===== config.mk =====
export PLATFORM = sky130hd
export DESIGN_NAME = sfc_packet_commit
export DESIGN_NICKNAME = d
export VERILOG_FILES = /design/src/core/sfc_pkg.sv /design/src/core/sfc_packet_commit.sv
export SDC_FILE = /design/constraint.sdc
export NUM_CORES = 1
export LEC_CHECK = 0
export BUFFER_PORTS_ARGS = -buffer_cell sky130_fd_sc_hd__buf_4
export CAP_MARGIN = 0
export CORE_AREA = 3 3 77 79
export CTS_CLUSTER_DIAMETER = 50
export DETAILED_ROUTE_END_ITERATION = 8
export DIE_AREA = 0 0 80 82
export GPL_TIMING_DRIVEN = 0
export HOLD_SLACK_MARGIN = 0.05
export PLACE_DENSITY = 0.72
export RECOVER_POWER = 100
export SKIP_CTS_REPAIR_TIMING = 1
export SLEW_MARGIN = 20
export SYNTH_ARGS = -nofsm -noshare
export SYNTH_HDL_FRONTEND = slang
export SYNTH_SLANG_ARGS = --single-unit
export TNS_END_PERCENT = 10

===== constraint.sdc =====
create_clock -name i_clk_sys -period 5.5 [get_ports i_clk_sys]
set_clock_uncertainty 0.1 [all_clocks]
set_input_delay 0.55 -clock i_clk_sys [delete_from_list [all_inputs] [get_ports i_clk_sys]]
set_output_delay 0.55 -clock i_clk_sys [all_outputs]
set_load 0.02 [all_outputs]

===== src/core/sfc_pkg.sv =====
// Purpose: shared constants and types of the slave fifo packet commit block
// Assumes: one interface clock domain, commits leave as length descriptors
// Notes: the rule overview below is the reference for the tags in the code
//
// Overview of operation
// - packet end strobe commits held data, even one
// - end strobe may coincide with last write
// - auto mode commits when fill reaches length
// - end strobe on auto trigger write is lost
package sfc_pkg;

    // width of the byte fill counter, covers the whole fifo space in bytes
    localparam int COUNT_W = 13;
    // default bytes carried by one written word
    localparam int BYTES_PER_WORD_DEF = 2;
    // entries in the commit buffer toward the usb engine
    localparam int BUF_DEPTH = 2;
    localparam int BUF_CNT_W = 2;

    // reset and step values
    localparam logic [COUNT_W-1:0] FILL_RST = 13'h0000;
    localparam logic [BUF_CNT_W-1:0] BUF_EMPTY = 2'h0;
    localparam logic [BUF_CNT_W-1:0] BUF_FULL = 2'h2;
    localparam logic [BUF_CNT_W-1:0] BUF_ONE = 2'h1;

    // one committed packet as handed to the usb side
    typedef struct packed {
        logic auto_commit;              // set when committed by length match
        logic [COUNT_W-1:0] length;     // bytes in the packet
    } sfc_commit_type;

    localparam sfc_commit_type COMMIT_RST = '{auto_commit: 1'b0, length: FILL_RST};

endpackage


===== src/core/sfc_packet_commit.sv =====
// Purpose: packet commit logic of an in endpoint slave fifo
// Assumes: strobes arrive as pins, config inputs come from same-clock logic
// Notes: commits leave through a two-entry buffer, o_stall_r holds off the master
`timescale 1ns/1ps

module sfc_packet_commit #(
    parameter int BYTES_PER_WORD = sfc_pkg::BYTES_PER_WORD_DEF
) (
    // clock, reset, enable
    input wire logic i_clk_sys,
    input wire logic i_rstn,
    input wire logic i_ce,
    // master side pins, asynchronous to i_clk_sys
    input wire logic i_slave_write_strobe,
    input wire logic i_packet_end_strobe,
    // configuration from device logic
    input wire logic i_auto_mode,
    input wire logic [sfc_pkg::COUNT_W-1:0] i_auto_commit_length,
    // commit stream toward the usb engine
    output logic o_commit_valid_r,
    output sfc_pkg::sfc_commit_type o_commit_r,
    input wire logic i_commit_ready,
    // status back to the master
    output logic o_stall_r,
    output logic o_pkt_end_lost_r,
    output logic [sfc_pkg::COUNT_W-1:0] o_fill_bytes_r
);

    // an eight-bit master bus sets BYTES_PER_WORD to one
    // step added per accepted write, cast to counter width
    localparam logic [sfc_pkg::COUNT_W-1:0] WORD_STEP = sfc_pkg::COUNT_W'(BYTES_PER_WORD);

    // two flop synchronisers for the pins
    logic wr_meta_r;
    logic wr_sync_r;
    logic pe_meta_r;
    logic pe_sync_r;

    // cleared in reset so that no false strobe follows the release
    // pins pass two flops before any logic reads them
    always_ff @(posedge i_clk_sys) begin
        if (!i_rstn) begin
            wr_meta_r <= 1'b0;
            wr_sync_r <= 1'b0;
            pe_meta_r <= 1'b0;
            pe_sync_r <= 1'b0;
        end else if (i_ce) begin
            wr_meta_r <= i_slave_write_strobe;
            wr_sync_r <= wr_meta_r;
            pe_meta_r <= i_packet_end_strobe;
            pe_sync_r <= pe_meta_r;
        end
    end

    // fill counter and commit buffer state
    logic [sfc_pkg::COUNT_W-1:0] fill_r;
    logic [sfc_pkg::BUF_CNT_W-1:0] buf_cnt_r;
    sfc_pkg::sfc_commit_type tail_r;

    // full test of a buffer count, shared by the strobe gate and the stall flag
    function automatic logic buf_is_full(input logic [sfc_pkg::BUF_CNT_W-1:0] cnt);
        buf_is_full = (cnt == sfc_pkg::BUF_FULL);
    endfunction

    // strobes are taken only while the buffer has room for a commit
    // a strobe refused here is gone for good: the master must watch o_stall_r
    wire take = !buf_is_full(buf_cnt_r);
    // a write and an end strobe in one cycle both count, except on the auto trigger write where the end strobe is lost
    wire wr_take = wr_sync_r && take;
    wire pe_take = pe_sync_r && take;

    // fill including a write in this cycle
    wire [sfc_pkg::COUNT_W-1:0] fill_after = wr_take ? fill_r + WORD_STEP : fill_r;

    // length match fires only on the write that reaches the level
    wire auto_hit = i_auto_mode && wr_take && (fill_after >= i_auto_commit_length);

    // end strobe on the trigger write is swallowed, as the device does
    wire pe_lost = auto_hit && pe_take;
    wire manual_hit = pe_take && !auto_hit;

    // at most one push per cycle: auto and manual never fire together
    // the descriptor length includes a write landing in the same cycle
    // so a packet closed with its last word carries that word
    wire push_en = auto_hit || manual_hit;
    wire sfc_pkg::sfc_commit_type push_data = '{auto_commit: auto_hit, length: fill_after};

    // counter clears on any commit, else follows the writes
    wire [sfc_pkg::COUNT_W-1:0] fill_nxt = push_en ? sfc_pkg::FILL_RST : fill_after;

    // buffer bookkeeping: pop frees the head, push fills the first free slot
    wire pop_en = o_commit_valid_r && i_commit_ready;
    wire [sfc_pkg::BUF_CNT_W-1:0] buf_cnt_nxt =
        buf_cnt_r + (push_en ? sfc_pkg::BUF_ONE : sfc_pkg::BUF_EMPTY)
                  - (pop_en ? sfc_pkg::BUF_ONE : sfc_pkg::BUF_EMPTY);
    // entries left after a pop, before the push is counted
    wire [sfc_pkg::BUF_CNT_W-1:0] kept = pop_en ? buf_cnt_r - sfc_pkg::BUF_ONE : buf_cnt_r;
    // head loads the push when empty after pop, else the moved tail
    wire head_load_push = push_en && (kept == sfc_pkg::BUF_EMPTY);
    wire head_load_tail = pop_en && (buf_cnt_r == sfc_pkg::BUF_FULL);
    wire tail_load = push_en && (kept == sfc_pkg::BUF_ONE);

    // flags are registered so that every output leaves a flop
    // fill counter and status flags
    always_ff @(posedge i_clk_sys) begin
        if (!i_rstn) begin
            fill_r <= sfc_pkg::FILL_RST;
            o_fill_bytes_r <= sfc_pkg::FILL_RST;
            o_pkt_end_lost_r <= 1'b0;
            o_stall_r <= 1'b0;
        end else if (i_ce) begin
            fill_r <= fill_nxt;
            o_fill_bytes_r <= fill_nxt;
            o_pkt_end_lost_r <= pe_lost;
            o_stall_r <= buf_is_full(buf_cnt_nxt); // registered inverse of take
        end
    end

    // the tail only ever feeds the head, so commits leave in order
    // two-entry commit buffer, head is the output register
    always_ff @(posedge i_clk_sys) begin
        if (!i_rstn) begin
            buf_cnt_r <= sfc_pkg::BUF_EMPTY;
            o_commit_valid_r <= 1'b0;
            o_commit_r <= sfc_pkg::COMMIT_RST;
            tail_r <= sfc_pkg::COMMIT_RST;
        end else if (i_ce) begin
            buf_cnt_r <= buf_cnt_nxt;
            o_commit_valid_r <= (buf_cnt_nxt != sfc_pkg::BUF_EMPTY);
            if (head_load_tail) begin
                o_commit_r <= tail_r;
            end else if (head_load_push) begin
                o_commit_r <= push_data;
            end
            if (tail_load) begin
                tail_r <= push_data;
            end
        end
    end

    // checks sit next to the logic above and watch internal nets too
    // most of them look only at edges where the enable runs
    // reset disables them all, the first edge after release is safe
    // checks, most only while the enable runs, a_ce_freeze while it is low, four at every edge
    a_manual_commit: assert property (@(posedge i_clk_sys) disable iff (!i_rstn)
        (i_ce && manual_hit) |=> (o_commit_valid_r && fill_r == sfc_pkg::FILL_RST))
        else $error("end strobe did not commit the held data");

    a_end_with_write: assert property (@(posedge i_clk_sys) disable iff (!i_rstn)
        (i_ce && manual_hit && wr_take) |-> (push_data.length == fill_r + WORD_STEP))
        else $error("write in the end strobe cycle missing from packet");

    a_auto_commit: assert property (@(posedge i_clk_sys) disable iff (!i_rstn)
        (i_ce && i_auto_mode && wr_take && fill_r + WORD_STEP >= i_auto_commit_length)
        |-> (push_en && push_data.auto_commit) ##1 (fill_r == sfc_pkg::FILL_RST))
        else $error("fill reached auto length without commit");

    a_end_lost: assert property (@(posedge i_clk_sys) disable iff (!i_rstn)
        (i_ce && auto_hit && pe_take) |=> (o_pkt_end_lost_r && buf_cnt_r != sfc_pkg::BUF_EMPTY
        && fill_r == sfc_pkg::FILL_RST))
        else $error("end strobe on trigger write was not dropped");

    a_write_once: assert property (@(posedge i_clk_sys) disable iff (!i_rstn)
        (i_ce && wr_take && !push_en) |=> (fill_r == $past(fill_r) + WORD_STEP))
        else $error("write did not add exactly one word");

    a_buf_bound: assert property (@(posedge i_clk_sys) disable iff (!i_rstn)
        (buf_cnt_r == sfc_pkg::BUF_FULL) |-> (o_stall_r && !push_en))
        else $error("commit pushed into a full buffer");

    // descriptor stands unchanged until the usb side takes it
    a_commit_stable: assert property (@(posedge i_clk_sys) disable iff (!i_rstn)
        (o_commit_valid_r && !i_commit_ready) |=> (o_commit_valid_r && $stable(o_commit_r)))
        else $error("descriptor changed before it was taken");

    // valid mirrors a non-empty buffer at every edge
    a_valid_count: assert property (@(posedge i_clk_sys) disable iff (!i_rstn)
        o_commit_valid_r == (buf_cnt_r != sfc_pkg::BUF_EMPTY))
        else $error("valid flag disagrees with buffer count");

    // a full buffer refuses both strobes, so the fill stays put
    a_stall_refuse: assert property (@(posedge i_clk_sys) disable iff (!i_rstn)
        (i_ce && o_stall_r) |=> (fill_r == $past(fill_r) && !o_pkt_end_lost_r))
        else $error("strobe taken while the buffer was full");

    // enable low freezes every flop, the synchronisers included
    a_ce_freeze: assert property (@(posedge i_clk_sys) disable iff (!i_rstn)
        !i_ce |=> ($stable(fill_r) && $stable(buf_cnt_r) && $stable(o_commit_r)
        && $stable(wr_sync_r) && $stable(pe_sync_r) && $stable(o_pkt_end_lost_r)))
        else $error("state moved while the enable was low");

    // pins take exactly two flops on their way in, once per edge
    a_sync_stage: assert property (@(posedge i_clk_sys) disable iff (!i_rstn)
        i_ce |=> (wr_sync_r == $past(wr_meta_r) && pe_sync_r == $past(pe_meta_r)))
        else $error("synchroniser skipped or repeated a stage");

    // a descriptor marked automatic only ever comes from auto mode
    a_auto_flag_mode: assert property (@(posedge i_clk_sys) disable iff (!i_rstn)
        (i_ce && push_en && !i_auto_mode && buf_cnt_r == sfc_pkg::BUF_EMPTY)
        |=> (o_commit_valid_r && !o_commit_r.auto_commit))
        else $error("manual commit marked as automatic");

    // the lost pulse comes only from a strobe that met the trigger write
    a_lost_cause: assert property (@(posedge i_clk_sys) disable iff (!i_rstn)
        (i_ce && !(auto_hit && pe_take)) |=> !o_pkt_end_lost_r)
        else $error("lost pulse without a clash");

    // a packet closed with a write carries that word, seen at the output
    a_end_word_out: assert property (@(posedge i_clk_sys) disable iff (!i_rstn)
        (i_ce && manual_hit && wr_take && buf_cnt_r == sfc_pkg::BUF_EMPTY)
        |=> (o_commit_r.length == $past(o_fill_bytes_r) + WORD_STEP))
        else $error("word written with the end strobe left out");

    // a pop from a full buffer moves the newer tail entry up
    a_commit_order: assert property (@(posedge i_clk_sys) disable iff (!i_rstn)
        (i_ce && pop_en && buf_cnt_r == sfc_pkg::BUF_FULL)
        |=> (o_commit_valid_r && o_commit_r == $past(tail_r)))
        else $error("buffered commit lost or reordered");

    // status copy of the fill counter never drifts from it
    a_fill_mirror: assert property (@(posedge i_clk_sys) disable iff (!i_rstn)
        o_fill_bytes_r == fill_r)
        else $error("fill status differs from the counter");

endmodule


==> metrics.md <==
| Metric | Value |
|---|---|
| Area of the core region | `~0.0054 sq mm` |
| Finished Layout Cells | `453` |
| Leakage | `1.230 nW` |
| CTS Buf Count | `5` |
| Area after detailed placement | `about 0.0031 sq mm` |
| Post-DP HPWL | `4.955 mm` |
| Power per cell area | `about 210 mW/mm^2` |
| Post-route DRC violation count | `0` |
| Mean routed wirelength per cell | `between 10 and 15 um` |
| Parity-gate share of the synthesized area counting xor and xnor cells | `4.656%` |
| CP Capture Type | `flip-flop` |
| Width of the die | `around 80 um` |
| Worst slew pin tran | `650.7 ps` |
| Share of the core filled with cells in the final layout | `55.65%` |
| Mux cell area share after synthesis | `about 2.7%` |
| VDD IR-drop max | `~110 uV` |
| Number of endpoints with negative hold slack in the final report | `0` |
| Pin count of the biggest net entering global routing | `16` |
| Synth cell types | `46` |
| Endpoint required time on the critical path | `about 5600 ps` |
| Routed length on met2 | `approximately 3 mm` |
| Slew headroom | `between 50% and 60%` |
| GPL Wtd Cong | `~0.85` |
| Number of max-cap violations | `0` |
| Final number of setup-violating endpoints | `0` |
| Overall overflow remaining after global route | `0` |
| Total placed cells including tap cells | `about 450` |
| GR Util All Layers | `a little over a fifth` |
| Initial antenna violation count | `0` |
| Clock tree from TritonCTS | `done` |
| Fraction of the mapped netlist area in adder cells | `approximately 7.6%` |
| Share of Yosys cell area claimed by the top area cell type | `approximately 36%` |
| Combinational family with the most area after synthesis | `simple AND/OR/NAND/NOR gates` |
| Most area-consuming cells after synthesis | `sky130_fd_sc_hd__dfxtp_1, sky130_fd_sc_hd__ha_1, sky130_fd_sc_hd__nand2_1, sky130_fd_sc_hd__o21ai_0, sky130_fd_sc_hd__nand3_1` |
| Area grow syn2layout | `14.20%` |
| DR WL met3 | `348 um` |
| Post-detailed-route count of antenna-violating nets | `0` |
| CTS max path bufs | `2` |
| Class of the tightest hold or removal check | `flip-flop to flip-flop` |
| Arrival time reported for the critical path endpoint | `slightly below 5000 ps` |
| Worst-path fanout max | `10` |
| Std-Cell Rows | `27` |
| Final max-slew violation count | `0` |
| Number of buffer cells added on primary ports | `46` |
| Count leader, synth | `sky130_fd_sc_hd__dfxtp_1` |
| Clock-pin slew on the worst setup and hold paths | `roughly 100 ps` |
| Synth warn | `0` |
| Compound-cell area share of the yosys netlist | `a little under a fifth` |
| Fraction of registers with async set or reset after synthesis | `0%` |
| Ant. Diodes | `0` |
| Run status | `finished clean` |
| Post-route cell area | `between 0.003 and 0.004 sq mm` |
| First-pass iteration count of the detailed router | `4` |
| Unrepaired setup endpoints after global routing | `false` |
| Length of routed wiring on met1 | `between 3 and 4 mm` |
| Final Cycle Share | `a little under 90%` |
| Uppermost layer routed | `met4` |
| Average cell area after synthesis | `8.079 sq um` |
| Area used by multi-input combinational logic | `~0.0015 sq mm` |
| Synthesized-area fraction occupied by and/or/nand/nor cells | `between 20% and 30%` |
| Deepest level of the CTS H-tree | `2` |
| Number of flops mapped to enable cells by yosys | `0` |
| Main flop type after synthesis | `sky130_fd_sc_hd__dfxtp_1` |
| Setup crit start kind | `flip-flop` |
| Area of the die | `approximately 0.0066 sq mm` |
| Vias after detailed routing | `approximately 2400` |
| Total wirelength of the detailed-routed design | `around 6.6 mm` |
| Portion of the post-synthesis area used by sequential elements | `~36%` |
| Share of cells above drive strength 1 | `under 10%` |
| Initial cell density of the core | `about half` |
| Final TNS setup | `0 ps` |
| Top post-synthesis cells by count | `sky130_fd_sc_hd__dfxtp_1, sky130_fd_sc_hd__nand2_1, sky130_fd_sc_hd__nor2_1, sky130_fd_sc_hd__o21ai_0, sky130_fd_sc_hd__nand3_1` |
| Time the worst path needs with I/O delays and setup | `about 4800 ps` |
| Summed instance area of the synthesized netlist | `approximately 0.0026 sq mm` |
| Die Y-Extent | `around 80 um` |
| Via count of the first global-routing pass | `around 2300` |
| Routed vias/inst | `~5.4` |
| Number of cells produced by synthesis | `between 300 and 400` |
| Iteration-0 DRC Markers | `around 90` |
| F_max | `just over 200 MHz` |
| Cell type with the highest aggregate area in the netlist | `sky130_fd_sc_hd__dfxtp_1` |
| Sequential standard cell area | `940.9 sq um` |
| Fill cell instance count of the final layout | `just under 600` |
| Type of the worst setup path | `flip-flop to flip-flop` |
| Flip-flop and latch count after synthesis | `47` |
| Nets | `416` |
| Clock sink count | `between 40 and 50` |
| Clk Tree Root Cell | `sky130_fd_sc_hd__clkbuf_8` |
| Global-route wire length before repair | `roughly 11 mm` |
| Clk_lat worst skew | `310 ps` |
| I/O pin total | `50` |
| Overall power after layout | `~0.00064 W` |
-- kinds of logic (layout without fill, tap and decap cells) --
logic type | count (synthesis) | in the layout
buffers and inverters | 40 | 94
adders and majority gates | 16 | 16
DFF | 47 | 47
xor gates and xnor gates | 14 | 14
and+or+nand+nor | 129 | 129
other | 1 | 2
muxes | 7 | 7
AOI/OAI and AO/OA | 72 | 72
-- cell type report --
cell class              instances  area share [%]
multi-input cells             240           48.92
inverters                      21           2.621
well taps                      72           2.995
clock inverters                 2          0.5408
clock buffers                   6           2.745
repair buffers                 46           7.987
plain buffers                  19           2.912
flip-flops and latches         47           31.28
-- sequential cells by signal, indices dropped and copies added (netlist names) --
register,cells
o_stall_r,1
o_commit_valid_r,1
tail_r,13
buf_cnt_r,2
fill_r,12
pe_sync_r,1
o_commit_r,13
wr_meta_r,1
pe_meta_r,1
o_pkt_end_lost_r,1
wr_sync_r,1
-- metrics by stage --
step / hold WS (ps) / setup slack [ps]
after global placement: 336.2 / 916.6
after global routing: 373.1 / 270.5
after floorplan: 324.1 / 1478
after CTS: 359.1 / 787.6
final: 357.0 / 673.4
after detailed placement: 340.9 / 845.9
-- critical path, cell delays in order (launching register included) --
cell	delay, ps
sky130_fd_sc_hd__dfxtp_1	440
sky130_fd_sc_hd__inv_1	90
sky130_fd_sc_hd__ha_1	290
sky130_fd_sc_hd__nand4b_1	240
sky130_fd_sc_hd__nor2_1	230
sky130_fd_sc_hd__and3_1	200
sky130_fd_sc_hd__xor2_1	370
sky130_fd_sc_hd__ha_1	340
sky130_fd_sc_hd__nand4_1	210
sky130_fd_sc_hd__nor4_2	80
sky130_fd_sc_hd__o21bai_1	340
sky130_fd_sc_hd__and3_1	220
sky130_fd_sc_hd__clkbuf_1	230
sky130_fd_sc_hd__buf_6	190
sky130_fd_sc_hd__ha_1	240
sky130_fd_sc_hd__inv_1	60
sky130_fd_sc_hd__ha_1	150
sky130_fd_sc_hd__xor2_1	230
sky130_fd_sc_hd__xor2_1	170
sky130_fd_sc_hd__nand2_1	90
sky130_fd_sc_hd__nor2_1	130
sky130_fd_sc_hd__a21oi_1	50
sky130_fd_sc_hd__nor2_1	80
-- routing by layer --
layer  vias up  track usage (%)
li1       1236                -
met1      1114            27.16
met2        74            34.27
met3        19            4.057
met4         0            8.784
met5         -                0
-- where the power goes --
part | internal, W | switching, W | leakage (nW) | total [W]
combinational | 0.0000260 | 0.0000387 | 0.803 | 0.0000647
clock | 0.000103 | 0.000123 | 0.0474 | 0.000226
sequential | 0.000344 | 0.00000371 | 0.379 | 0.000347
-- final timing paths --
| path | startpoint | to | slack, ps | cells after the start |
|---|---|---|---|---|
| hold / removal | o_commit_r[12] | o_commit_r[12] | 360 | 2 |
| setup / recovery | buf_cnt_r[0] | o_stall_r | 670 | 22 |
| setup reg to reg | buf_cnt_r[0] | o_stall_r | 670 | 22 |
| hold reg to reg | o_commit_r[12] | o_commit_r[12] | 360 | 2 |
-- cell usage in the layout (no fill, tap or decap), drive strengths merged, types with 2 or more instances in the layout --
| cell type | instances |
|---|---|
| o21ai | 29 |
| clkinv | 3 |
| nand2 | 44 |
| nand2b | 8 |
| nor2b | 3 |
| ha | 16 |
| nand3 | 21 |
| o2111ai | 7 |
| buf | 22 |
| mux2i | 6 |
| a211oi | 2 |
| xnor2 | 8 |
| inv | 19 |
| conb | 2 |
| or3 | 4 |
| dfxtp | 47 |
| a31oi | 3 |
| a21oi | 18 |
| xor2 | 6 |
| clkbuf | 49 |
| nand4 | 6 |
| nand3b | 3 |
| nand4b | 2 |
| nor2 | 26 |
| and3 | 3 |
| o211ai | 5 |
| a21boi | 2 |
| nor3 | 6 |
No activity file was read; power rests on OpenSTA's default activity.
